[config.mk]
export PLATFORM = sky130hd
export DESIGN_NAME = msir_regs
export DESIGN_NICKNAME = d
export VERILOG_FILES = /design/src/shared/msir_pkg.sv /design/src/msir_pause_cnt.sv /design/src/msir_regs.sv
export SDC_FILE = /design/constraint.sdc
export NUM_CORES = 1
export LEC_CHECK = 0
export ABC_AREA = 0
export ABC_CLOCK_PERIOD_IN_PS = 2650
export BUFFER_PORTS_ARGS = -buffer_cell sky130_fd_sc_hd__buf_4
export CORE_MARGIN = 5
export CORE_UTILIZATION = 25
export CTS_CLUSTER_SIZE = 8
export DETAILED_ROUTE_END_ITERATION = 12
export SLEW_MARGIN = 20
export SYNTH_ARGS = -nofsm -noshare
export SYNTH_HDL_FRONTEND = slang
export SYNTH_SLANG_ARGS = --single-unit
[constraint.sdc]
create_clock -name hclk -period 2.65 [get_ports hclk]
set_input_delay 0.6625 -clock hclk [delete_from_list [all_inputs] [get_ports hclk]]
set_output_delay 0.6625 -clock hclk [all_outputs]
set_load 0.05 [all_outputs]
[src/shared/msir_pkg.sv]
package msir_pkg;

  // ---------------------------------------------------------------
  // register map (byte addresses, one aligned word each)
  // ---------------------------------------------------------------
  localparam logic [7:0] OFF_RX_STATUS  = 8'h00; // w1c receive flags
  localparam logic [7:0] OFF_IRQ_STATUS = 8'h04; // clear on read
  localparam logic [7:0] OFF_IRQ_ENABLE = 8'h08; // write-only
  localparam logic [7:0] OFF_IRQ_DISABL = 8'h0c; // write-only
  localparam logic [7:0] OFF_IRQ_MASK   = 8'h10; // read-only
  localparam logic [7:0] OFF_PAUSE_TIME = 8'h14; // read-only count

  // ---------------------------------------------------------------
  // field layout
  // ---------------------------------------------------------------
  localparam int unsigned RX_W  = 3;  // receive flags width
  localparam int unsigned IRQ_W = 14; // interrupt vector width
  localparam int unsigned RX_NO_BUF  = 0;
  localparam int unsigned RX_STORED  = 1;
  localparam int unsigned RX_OVERRUN = 2;
  localparam int unsigned IRQ_MGMT      = 0;
  localparam int unsigned IRQ_RX_DONE   = 1;
  localparam int unsigned IRQ_RX_OWNED  = 2;
  localparam int unsigned IRQ_TX_OWNED  = 3;
  localparam int unsigned IRQ_TX_UNDER  = 4;
  localparam int unsigned IRQ_RETRY     = 5;
  localparam int unsigned IRQ_TX_EXHST  = 6;
  localparam int unsigned IRQ_TX_DONE   = 7;
  localparam int unsigned IRQ_RX_OVR    = 10;
  localparam int unsigned IRQ_BUS_ERR   = 11;
  localparam int unsigned IRQ_PAUSE_RX  = 12;
  localparam int unsigned IRQ_PAUSE_0   = 13;

  // ---------------------------------------------------------------
  // reset values and implemented bits
  // ---------------------------------------------------------------
  localparam logic [IRQ_W-1:0] IRQ_VALID  = 14'h3cff; // bits 8,9 none
  localparam logic [IRQ_W-1:0] IRQ_RST    = 14'h0000;
  localparam logic [IRQ_W-1:0] MASK_RST   = 14'h3cff; // all masked
  localparam logic [RX_W-1:0]  RX_RST     = 3'h0;
  localparam logic [31:0]      RDATA_RST  = 32'h0000_0000;

  // ---------------------------------------------------------------
  // pause timing
  // ---------------------------------------------------------------
  localparam int unsigned PTIME_W   = 16;  // pause count width
  localparam int unsigned SLOT_BITS = 512; // bit times per decrement

  // ---------------------------------------------------------------
  // bus encodings
  // ---------------------------------------------------------------
  localparam logic [1:0] HTRANS_NONSEQ = 2'h2;
  localparam logic       HRESP_OKAY    = 1'h0;

  // ---------------------------------------------------------------
  // carriers
  // ---------------------------------------------------------------
  // one-cycle event pulses from the mac datapath and dma engines
  typedef struct packed {
    logic mgmt_op_done;        // phy management op finished
    logic rx_frame_done;       // frame written to memory
    logic rx_descr_owned_hit;  // rx fetch found used descriptor
    logic rx_fetch_ok;         // rx fetch found usable descriptor
    logic rx_overrun_event;    // rx store failed (grant/bus error)
    logic tx_descr_owned_hit;  // tx descriptor read with used bit
    logic tx_late_data;        // tx data not fetched in time
    logic tx_bus_error;        // tx dma saw error response
    logic rx_bus_error;        // rx dma saw error response
    logic tx_midframe_used;    // used descriptor in mid frame
    logic tx_qptr_written;     // new tx queue pointer written
    logic retry_limit_event;   // retry limit exceeded
    logic tx_midframe_exhaust; // buffers ran out mid frame
    logic tx_frame_done;       // frame fully transmitted
    logic pause_frame_seen;    // valid pause frame received
  } msir_evt_s;

  // pause timer load and bit clock
  typedef struct packed {
    logic               load;     // pulse: load new pause time
    logic [PTIME_W-1:0] value;    // time carried by pause frame
    logic               bit_tick; // one pulse per bit time
  } msir_pause_s;

  // control back to the receive dma
  typedef struct packed {
    logic rx_retry_pending; // reread descriptor at frame start
    logic rx_buf_recover;   // pulse: reclaim the overrun buffer
  } msir_dma_s;

endpackage

[src/msir_pause_cnt.sv]
`timescale 1ns/1ps
// pause time counter: counts down once per slot of bit times
module msir_pause_cnt #(
  parameter int unsigned PTIME_W   = msir_pkg::PTIME_W,
  parameter int unsigned SLOT_BITS = msir_pkg::SLOT_BITS
) (
  // clock and reset
  input  wire logic               hclk,
  input  wire logic               hresetn,
  // load and bit clock
  input  wire logic               load,
  input  wire logic [PTIME_W-1:0] load_value,
  input  wire logic               bit_tick,
  // state and event
  output logic      [PTIME_W-1:0] count,
  output logic                    zero_pulse
);

  localparam int unsigned PRE_W = $clog2(SLOT_BITS);
  localparam logic [PRE_W-1:0] PRE_LAST = PRE_W'(SLOT_BITS - 1);

  initial begin
    if (SLOT_BITS < 2 || PTIME_W < 1) begin
      $error("msir_pause_cnt: bad parameters");
    end
  end

  typedef struct packed {
    logic [PTIME_W-1:0] cnt;  // remaining pause slots
    logic [PRE_W-1:0]   pre;  // bit times within the slot
    logic               zero; // registered arrival at zero
  } msir_pc_s;

  msir_pc_s st_ff;
  msir_pc_s nxt_st;

  // -------------------------------------------------------------
  // next state
  // -------------------------------------------------------------
  always_comb begin
    nxt_st      = st_ff;
    nxt_st.zero = 1'b0;
    if (load) begin
      // a new frame restarts the slot so the first step is whole
      nxt_st.cnt = load_value;
      nxt_st.pre = '0;
    end else if (bit_tick && st_ff.cnt != '0) begin
      if (st_ff.pre == PRE_LAST) begin
        nxt_st.pre  = '0;
        nxt_st.cnt  = st_ff.cnt - PTIME_W'(1);
        nxt_st.zero = (st_ff.cnt == PTIME_W'(1));
      end else begin
        nxt_st.pre = st_ff.pre + PRE_W'(1);
      end
    end
  end

  // -------------------------------------------------------------
  // state register
  // -------------------------------------------------------------
  always_ff @(posedge hclk or negedge hresetn) begin
    if (!hresetn) begin
      st_ff <= '0;
    end else begin
      st_ff <= nxt_st;
    end
  end

  assign count      = st_ff.cnt;
  assign zero_pulse = st_ff.zero;

endmodule // msir_pause_cnt

[src/msir_regs.sv]
// Implementation choices: the register offsets and the AHB-Lite interface to the registers.
`timescale 1ns/1ps
// Functional notes
// - rx flags clear by writing one only
// - no-buffer flag set on every failed fetch
// - after failed fetch, reread pointer each frame
// - frame-stored flag set on stored frame
// - overrun flag set; affected buffer reclaimed
// - management done sets bit 0, read clears
// - receive complete sets bit 1, read clears
// - rx used descriptor read sets bit 2
// - tx used descriptor read sets bit 3
// - tx late data or bus error: bit 4
// - mid-frame used or new pointer: bit 4
// - retry limit event at bit 5 everywhere
// - mid-frame buffer exhaustion sets bit 6
// - transmit complete sets bit 7
// - receive overrun flag setting sets bit 10
// - any dma bus error sets bit 11
// - valid pause frame sets bit 12
// - pause counter reaching zero sets bit 13
// - enable write of one unmasks source
// - disable write of one masks source
// - mask register reads per-source mask state
// - pause counter steps every 512 bit times
module msir_regs #(
  parameter int unsigned ADDR_W    = 8,
  parameter int unsigned SLOT_BITS = msir_pkg::SLOT_BITS
) (
  // clock and reset
  input  wire logic                 hclk,
  input  wire logic                 hresetn,
  // ahb-lite slave
  input  wire logic                 hsel,
  input  wire logic [31:0]          haddr,
  input  wire logic [1:0]           htrans,
  input  wire logic                 hwrite,
  input  wire logic [2:0]           hsize,
  input  wire logic [31:0]          hwdata,
  input  wire logic                 hready,
  output logic                      hreadyout,
  output logic                      hresp,
  output logic [31:0]               hrdata,
  // mac events and pause timing
  input  wire msir_pkg::msir_evt_s   evt,
  input  wire msir_pkg::msir_pause_s pause,
  // dma control and interrupt
  output msir_pkg::msir_dma_s        dma_ctl,
  output logic                       irq
);

  // ---------------------------------------------------------------
  // parameter checks
  // ---------------------------------------------------------------
  initial begin
    if (ADDR_W < 5 || ADDR_W > 32) begin
      $error("msir_regs: ADDR_W must cover the map");
    end
  end

  // ---------------------------------------------------------------
  // state
  // ---------------------------------------------------------------
  typedef struct packed {
    logic [msir_pkg::RX_W-1:0]  rx;      // receive flags
    logic [msir_pkg::IRQ_W-1:0] isr;     // interrupt status
    logic [msir_pkg::IRQ_W-1:0] mask;    // 1 = source masked
    logic                       wr_pend; // write data phase due
    logic [ADDR_W-1:0]          wr_addr; // address of that write
    logic [31:0]                rdata;   // read data for hrdata
    logic                       retry;   // rx descriptor retry
    logic                       recover; // buffer reclaim pulse
    logic                       irq;     // registered request
  } msir_st_s;

  msir_st_s st_ff;
  msir_st_s nxt_st;

  logic [msir_pkg::PTIME_W-1:0] pause_count; // current pause time
  logic                         pause_zero;  // counter hit zero

  // ---------------------------------------------------------------
  // helpers
  // ---------------------------------------------------------------
  // true when an address names the given register offset
  function automatic logic hit(input logic [ADDR_W-1:0] a,
                               input logic [7:0]        off);
    hit = (a == ADDR_W'(off));
  endfunction

  // collect this cycle's interrupt sources into one vector
  function automatic logic [msir_pkg::IRQ_W-1:0] irq_sets(
    input msir_pkg::msir_evt_s e,
    input logic                pz);
    logic [msir_pkg::IRQ_W-1:0] v;
    v = '0;
    v[msir_pkg::IRQ_MGMT]     = e.mgmt_op_done;
    v[msir_pkg::IRQ_RX_DONE]  = e.rx_frame_done;
    v[msir_pkg::IRQ_RX_OWNED] = e.rx_descr_owned_hit;
    v[msir_pkg::IRQ_TX_OWNED] = e.tx_descr_owned_hit;
    v[msir_pkg::IRQ_TX_UNDER] = e.tx_late_data
                              | e.tx_bus_error
                              | e.tx_midframe_used
                              | e.tx_qptr_written;
    v[msir_pkg::IRQ_RETRY]    = e.retry_limit_event;
    v[msir_pkg::IRQ_TX_EXHST] = e.tx_midframe_exhaust;
    v[msir_pkg::IRQ_TX_DONE]  = e.tx_frame_done;
    v[msir_pkg::IRQ_RX_OVR]   = e.rx_overrun_event;
    v[msir_pkg::IRQ_BUS_ERR]  = e.tx_bus_error
                              | e.rx_bus_error;
    v[msir_pkg::IRQ_PAUSE_RX] = e.pause_frame_seen;
    v[msir_pkg::IRQ_PAUSE_0]  = pz;
    irq_sets = v;
  endfunction

  // ---------------------------------------------------------------
  // pause time counter
  // ---------------------------------------------------------------
  msir_pause_cnt #(
    .PTIME_W   (msir_pkg::PTIME_W),
    .SLOT_BITS (SLOT_BITS)
  ) u_pause (
    .hclk       (hclk),
    .hresetn    (hresetn),
    .load       (pause.load),
    .load_value (pause.value),
    .bit_tick   (pause.bit_tick),
    .count      (pause_count),
    .zero_pulse (pause_zero)
  );

  // ---------------------------------------------------------------
  // bus decode
  // ---------------------------------------------------------------
  logic              acc;   // address phase accepted this edge
  logic [ADDR_W-1:0] a_now; // word-aligned address of that phase

  // hsize is not decoded: every transfer is served as a whole word
  assign acc   = hsel && hready && (htrans == msir_pkg::HTRANS_NONSEQ);
  assign a_now = {haddr[ADDR_W-1:2], 2'b00};

  // ---------------------------------------------------------------
  // next state
  // ---------------------------------------------------------------
  always_comb begin
    logic [msir_pkg::IRQ_W-1:0] set_v; // this cycle's irq sources
    logic [31:0]                rd;    // value read this cycle
    set_v = irq_sets(evt, pause_zero);
    rd    = '0;
    nxt_st = st_ff;
    nxt_st.recover = 1'b0;

    // write data phase: applied first so that events below win
    if (st_ff.wr_pend) begin
      if (hit(st_ff.wr_addr, msir_pkg::OFF_RX_STATUS)) begin
        // ones clear, zeros keep; a write never sets
        nxt_st.rx = st_ff.rx & ~hwdata[msir_pkg::RX_W-1:0];
      end else if (hit(st_ff.wr_addr, msir_pkg::OFF_IRQ_ENABLE)) begin
        // only the ones written unmask
        nxt_st.mask = st_ff.mask
                    & ~(hwdata[msir_pkg::IRQ_W-1:0]
                        & msir_pkg::IRQ_VALID);
      end else if (hit(st_ff.wr_addr, msir_pkg::OFF_IRQ_DISABL)) begin
        // only the ones written mask
        nxt_st.mask = st_ff.mask
                    | (hwdata[msir_pkg::IRQ_W-1:0]
                       & msir_pkg::IRQ_VALID);
      end
      // other offsets: writes have no effect, answer stays okay
    end

    // hardware sets, after any clear so an event is never lost
    if (evt.rx_descr_owned_hit) begin
      nxt_st.rx[msir_pkg::RX_NO_BUF] = 1'b1;
    end
    if (evt.rx_frame_done) begin
      nxt_st.rx[msir_pkg::RX_STORED] = 1'b1;
    end
    if (evt.rx_overrun_event) begin
      nxt_st.rx[msir_pkg::RX_OVERRUN] = 1'b1;
      nxt_st.recover = 1'b1;
    end
    nxt_st.isr = st_ff.isr | (set_v & msir_pkg::IRQ_VALID);

    // descriptor retry: held from a failed fetch until one succeeds
    if (evt.rx_descr_owned_hit) begin
      nxt_st.retry = 1'b1;
    end else if (evt.rx_fetch_ok) begin
      nxt_st.retry = 1'b0;
    end

    // address phase: note writes, answer reads from updated state
    nxt_st.wr_pend = acc && hwrite;
    if (acc) begin
      nxt_st.wr_addr = a_now;
    end
    if (acc && !hwrite) begin
      if (hit(a_now, msir_pkg::OFF_RX_STATUS)) begin
        rd = 32'(nxt_st.rx);
      end else if (hit(a_now, msir_pkg::OFF_IRQ_STATUS)) begin
        rd = 32'(nxt_st.isr);
        // reported bits clear; sets of this cycle are in rd
        nxt_st.isr = nxt_st.isr & ~nxt_st.isr;
      end else if (hit(a_now, msir_pkg::OFF_IRQ_MASK)) begin
        rd = 32'(nxt_st.mask);
      end else if (hit(a_now, msir_pkg::OFF_PAUSE_TIME)) begin
        rd = 32'(pause_count);
      end
      // write-only and unmapped offsets read as zero
      nxt_st.rdata = rd;
    end

    // request follows status and mask after this cycle's updates
    nxt_st.irq = |(nxt_st.isr & ~nxt_st.mask);
  end

  // ---------------------------------------------------------------
  // state register
  // ---------------------------------------------------------------
  always_ff @(posedge hclk or negedge hresetn) begin
    if (!hresetn) begin
      st_ff.rx      <= msir_pkg::RX_RST;
      st_ff.isr     <= msir_pkg::IRQ_RST;
      st_ff.mask    <= msir_pkg::MASK_RST;
      st_ff.wr_pend <= 1'b0;
      st_ff.wr_addr <= '0;
      st_ff.rdata   <= msir_pkg::RDATA_RST;
      st_ff.retry   <= 1'b0;
      st_ff.recover <= 1'b0;
      st_ff.irq     <= 1'b0;
    end else begin
      st_ff <= nxt_st;
    end
  end

  // ---------------------------------------------------------------
  // outputs
  // ---------------------------------------------------------------
  // zero wait states: every phase completes in one cycle
  assign hreadyout = 1'b1;
  assign hresp     = msir_pkg::HRESP_OKAY;
  assign hrdata    = st_ff.rdata;
  assign irq       = st_ff.irq;

  // dma reads this as "reread pointer at next frame start"
  assign dma_ctl.rx_retry_pending = st_ff.retry;
  assign dma_ctl.rx_buf_recover   = st_ff.recover;

endmodule // msir_regs

Word level (Yosys, flattened, before mapping)
Cells that the tools add are included.
{ "op_classes": {"addsub": 2, "reduce_logical": 14, "n_bitwise": 14, "n_eq_ne": 8, "muxes": 25} }
{ "ops": {"columns": ["operator", "n"], "rows": [
  ["$mux 14", 7],
  ["$mux 16", 5],
  ["$and 14x14->14", 3],
  ["$not 14->14", 3],
  ["$or 14x14->14", 2],
  ["$mux 26", 1],
  ["$mux 25", 1],
  ["$eq 16x1->1 const B", 1],
  ["$logic_not 8->1", 2],
  ["$reduce_bool 16->1", 1],
  ["$sub 16x1->16 const B", 1],
  ["$reduce_or 14->1", 1],
  ["$eq 6x2->1 const B", 2],
  ["$eq 6x3->1 const B", 2],
  ["$add 9x1->9 const B", 1],
  ["$eq 9x9->1 const B", 1],
  ["$mux 9", 1],
  ["$mux 1", 8],
  ["$eq 6x1->1 const B", 1],
  ["$mux 3", 2],
  ["$reduce_bool 2->1", 3],
  ["$logic_and 1x1->1", 5],
  ["$or 1x1->1", 4],
  ["$and 3x3->3", 1],
  ["other kinds (4)", 4]
]} }
{ "word_totals": {"output_inout_bits": 37, "wordCells": 75, "reg_bits": 99, "in_bits": 107} }

Depth between registers and ports, before layout
{ "depth": {"ltp_word": 11, "depth_mapped": 10} }

Modules after synthesis
From an unflattened synthesis, not the netlist that was laid out.
{ "hier_totals": {"hier_cells": 492, "hier_area_um2": 4679.5} }
{ "modules_own_cells": {"columns": ["module", "n_inst", "cells_each", "seq_area_each_um2", "area_each_um2"], "rows": [
  ["msir_regs", 1, 282, 1391.3, 2912.8],
  ["msir_pause_cnt", 1, 210, 650.6, 1766.7]
]} }

Worst setup path after synthesis
Ideal clock, no wire load.
{ "synth_path": {"path_type": "flip-flop to flip-flop", "from": "register u_pause.st_ff[1] (netlist name)", "to": "register u_pause.st_ff (netlist bit u_pause.count[15])", "period_less_slack_ns": 2.376, "slack_ns": 0.274, "path_stages_with_launch": 11, "n_path_buf": 0, "arrival_ns": 2.243, "setup_time_ns": 0.133, "t_required_ns": 2.517, "cell_sequence": "dfrtp_1 ha_1 and3_1 and3_1 and3_1 ha_1 nand2_1 nor4b_4 nand3_1 o311ai_0 nand3_1"} }
{ "synth_via": {"elab_chain_cells": 3} }
{ "synth_rtl": {"columns": ["item", "line_no", "rtl"], "rows": [
  ["start: declaration", "msir_pause_cnt.sv:34", "msir_pc_s st_ff;"],
  ["start signal: assignment", "msir_pause_cnt.sv:65", "st_ff <= nxt_st;"],
  ["$eq 9x9->1", "msir_pause_cnt.sv:48", "if (st_ff.pre == PRE_LAST) begin"],
  ["$reduce_bool 2->1 (no line)", null, null],
  ["$reduce_and 2->1 (no line)", null, null]
]} }
No other way between the ends.
A chain may end at the register's enable or synchronous reset.

Worst setup path after layout
{ "layout_path": {"from": "register u_pause.st_ff[1] (netlist name)", "to": "register u_pause.st_ff (netlist bit u_pause.count[6])"} }
Same word-level chain as after synthesis.

==> results_dict.tcl <==
set metrics [dict create \
    synth_cell_type_count 65 \
    cp.depth 10 \
    antenna_cells 0 \
    synth_xor_area_frac 0.0179 \
    arrival_ps 2670 \
    yosys-top-cells-area "dfrtp_1 (39%), dfstp_2 (7.2%), buf_4 (6.1%)" \
    synth_compound_area_frac 0.179 \
    cts-htree-levels 3 \
    powerDensity_nw_per_um2 556 \
    status "finished, final reports clean" \
    synth_adder_area_share 0.0142 \
    grt_overflow 0 \
    post-dp-hpwl_mm 9.40 \
    min_period_ps 2460 \
    die_y_um 143 \
    coreArea_um2 17300 \
    finalHoldWorstSlack_ps 281 \
    synth.avg_cell_area_um2 9.34 \
    clk_pin_slew_worst_paths_ps 60 \
    drt-pass1-iter-count 6 \
    num_vias 3705 \
    synth-seq-cells 81 \
    cts-root-buf "clkbuf_16" \
    setup_violations 0 \
    track_usage 0.121 \
    drtAntennaViolNets 0 \
    reg2reg_from "u_pause.st_ff[1]$_DFFE_PN0P_" \
    synth_area_leader_cell "dfrtp_1" \
    grt_antenna_before_repair 0 \
    die_area_um2 20400 \
    synthCells 471 \
    cts_num_sinks 81 \
    r2r_cells 10 \
    io_pins 144 \
    switchingPower_uw 865 \
    fmax_ghz 0.407 \
    critPathKind "register to register" \
    synth_top_family_by_area "simple AND/OR/NAND/NOR gates" \
    wirelength_mm 12.6 \
    hold_viol_final 0 \
    cp-startpoint "u_pause.st_ff[1]$_DFFE_PN0P_" \
    end_kind "register" \
    synth_edf_count 0 \
    area_delta_synth_final_pct 21.8 \
    cp_cell_sequence "ha_1, and3_1, and3_1, and3_1, ha_2, buf_4, and3_1, and3_1, xnor2_1, o21ai_0" \
    synth_area_um2 4400 \
    synth.area.mux_share 0.0119 \
    slew_headroom 0.435 \
    synth_warnings 0 \
    slew_violations 0 \
    async_flop_share 1.00 \
    drv_cap 0 \
    die_w_um 143 \
    p_sw_frac 0.290 \
    avgRoutedWirePerCell_um 16.5 \
    worst_slew_pin_slew_ps 848 \
    leakage_nw 2.31 \
    critPathRequiredTime_ps 2860 \
    start_kind "register" \
    drive_gt1_frac 0.258 \
    drc 0 \
    cts_post_setup_buffers_inserted 0 \
    fin_skew_ps 9.40 \
    cpLargestDelayFamily "simple AND/OR/NAND/NOR gates" \
    portBuffers 76 \
    cp_num_buf_inv 1 \
    final.setup.tns_ps 0 \
    drt_iter0_drc 249 \
    clkPwrFrac 0.385 \
    max_stage_delay_ps 410 \
    numCtsBuffers 9 \
    cpMostUsedCell "and3_1" \
    synthSimpleGateAreaFrac 0.218 \
    p_int_mw 2.11 \
    grt_start_max_net_pins 38 \
    grt_pass1_vias 3601 \
    fin_crit_sh 0.928 \
    initial_core_util 0.254 \
    grt_pass1_wl_mm 19.5 \
    irDropWorstVdd_v 0.000358 \
    path_max_fanout 7 \
    ctsResizeCount 0 \
    pwr-share-comb 0.153 \
    r2r_end "u_pause.count[6]$_DFFE_PN0P_" \
    synth_seq_area_share 0.464 \
    rsz0062_at_grt "false" \
    holdCritPathClass "primary input to async pin" \
    clk_latency_ps 340 \
    fin_nets 641 \
    slowest_stage "dfrtp_1" \
    sequentialPowerShare 0.462 \
    endpoint "u_pause.count[6]$_DFFE_PN0P_" \
    cts.path.max_buffers 2 \
    rows 48 \
    synthFlopType "dfrtp_1" \
    place_congestion 0.829 \
    drt-vias-per-instance 4.88 \
    cts_tree "done" \
    cts_hold_buf 0 \
    r2r_slack_ps 190 \
    synth.top_cell.area_share 0.392 \
]
## routing by layer
layer | vias up | share of wire | track usage
met3 | 17 | 0.055 | 0.0275
li1 | 1754 | - | -
met2 | 129 | 0.47 | 0.195
met5 | - | 0 | 0
met4 | 0 | 0.018 | 0.0375
met1 | 1805 | 0.45 | 0.163
## registers in the layout, summed over array words and instances (netlist names)
name                count
dma_ctl                 2
hrdata                 16
irq                     1
st_ff                  36
u_pause.count          16
u_pause.st_ff           9
u_pause.zero_pulse      1
## worst min path at each step
stage	slack [ps]	startpoint	to	cells past startpoint
after global routing	320	hresetn	u_pause.st_ff[4]$_DFFE_PN0P_	1
after CTS	290	hresetn	u_pause.st_ff[6]$_DFFE_PN0P_	1
after global placement	460	st_ff[74]$_DFF_PN0_	st_ff[74]$_DFF_PN0_	1
final	280	hresetn	u_pause.count[6]$_DFFE_PN0P_	1
after floorplan	370	hresetn	dma_ctl[0]$_DFF_PN0_	0
after detailed placement	460	st_ff[72]$_DFF_PN0_	st_ff[72]$_DFF_PN0_	1
## kinds of logic after synthesis
logic type / Yosys count
mux: 5
compound gates: 115
xor+xnor: 9
buf+inv: 70
simple gates: 184
fa+ha+maj: 5
other cells: 2
flops: 81
## cell usage in the layout, fill, tap and decap left out, types with 11 or more instances in the layout
cell type   n
conb_1     18
o21ai_1    12
o21ai_0    24
inv_1      12
dfstp_2    12
nand3_1    19
a21oi_1    11
buf_4      88
nand4_1    13
dfrtp_1    69
nor2_1     32
nand2_1    68
## power groups by stage
stage	sequential (mW)	combinational, mW	clock (mW)
CTS	1.37	0.453	1.18
global placement	1.39	0.443	0
finish	1.38	0.454	1.15
floorplan	1.37	0.303	0
detailed placement	1.40	0.450	0
global route	1.38	0.494	1.23
## layout make-up
cell class,count,area (µm²)
repair buffers,89,681
clock buffers,11,243
inverters,12,45.0
multi-input cells,336,2030
flip-flops and latches,81,2040
well taps,225,282
fillers,1831,11900
clock inverters,5,31.3
## Yosys cell counts, types with 4 or more instances
cell,instances
o31ai_1,5
nand2b_1,4
nand4_1,13
nor2_1,32
xor2_1,7
inv_1,12
o22ai_1,6
and3_1,8
buf_4,36
a21oi_1,11
a21o_1,7
buf_2,5
o21ai_0,25
ha_1,5
a22oi_1,4
o21ai_2,4
clkbuf_1,13
o21ai_1,12
nand3_1,20
nand2_1,69
o221ai_1,5
nor2b_1,6
nor3_1,7
dfrtp_1,69
dfstp_2,12
o211ai_1,9
## metrics by stage
step / setup slack [ps] / instance area (µm²) / total power [mW] / utilization / std cells
2_1_floorplan: 274 / 4460 / 1.68 / - / 487
3_3_place_gp: 124 / 5060 / 1.84 / 0.292 / 743
3_5_place_dp: 65.6 / 5060 / 1.85 / 0.292 / 743
4_1_cts: 47.0 / 5330 / 3.00 / 0.308 / 759
5_1_grt: 6.01 / 5360 / 3.11 / 0.310 / 759
6_report: 191 / 5360 / 2.98 / 0.310 / 759
## worst reg2reg max path, stage by stage (launching register included)
cell and delay (ps):
dfrtp_1 410, ha_1 240, and3_1 210, and3_1 210, and3_1 200, ha_2 210, buf_4 150, and3_1 260
and3_1 240, xnor2_1 150, o21ai_0 90
Note: power is estimated with default switching activity, not from simulation.
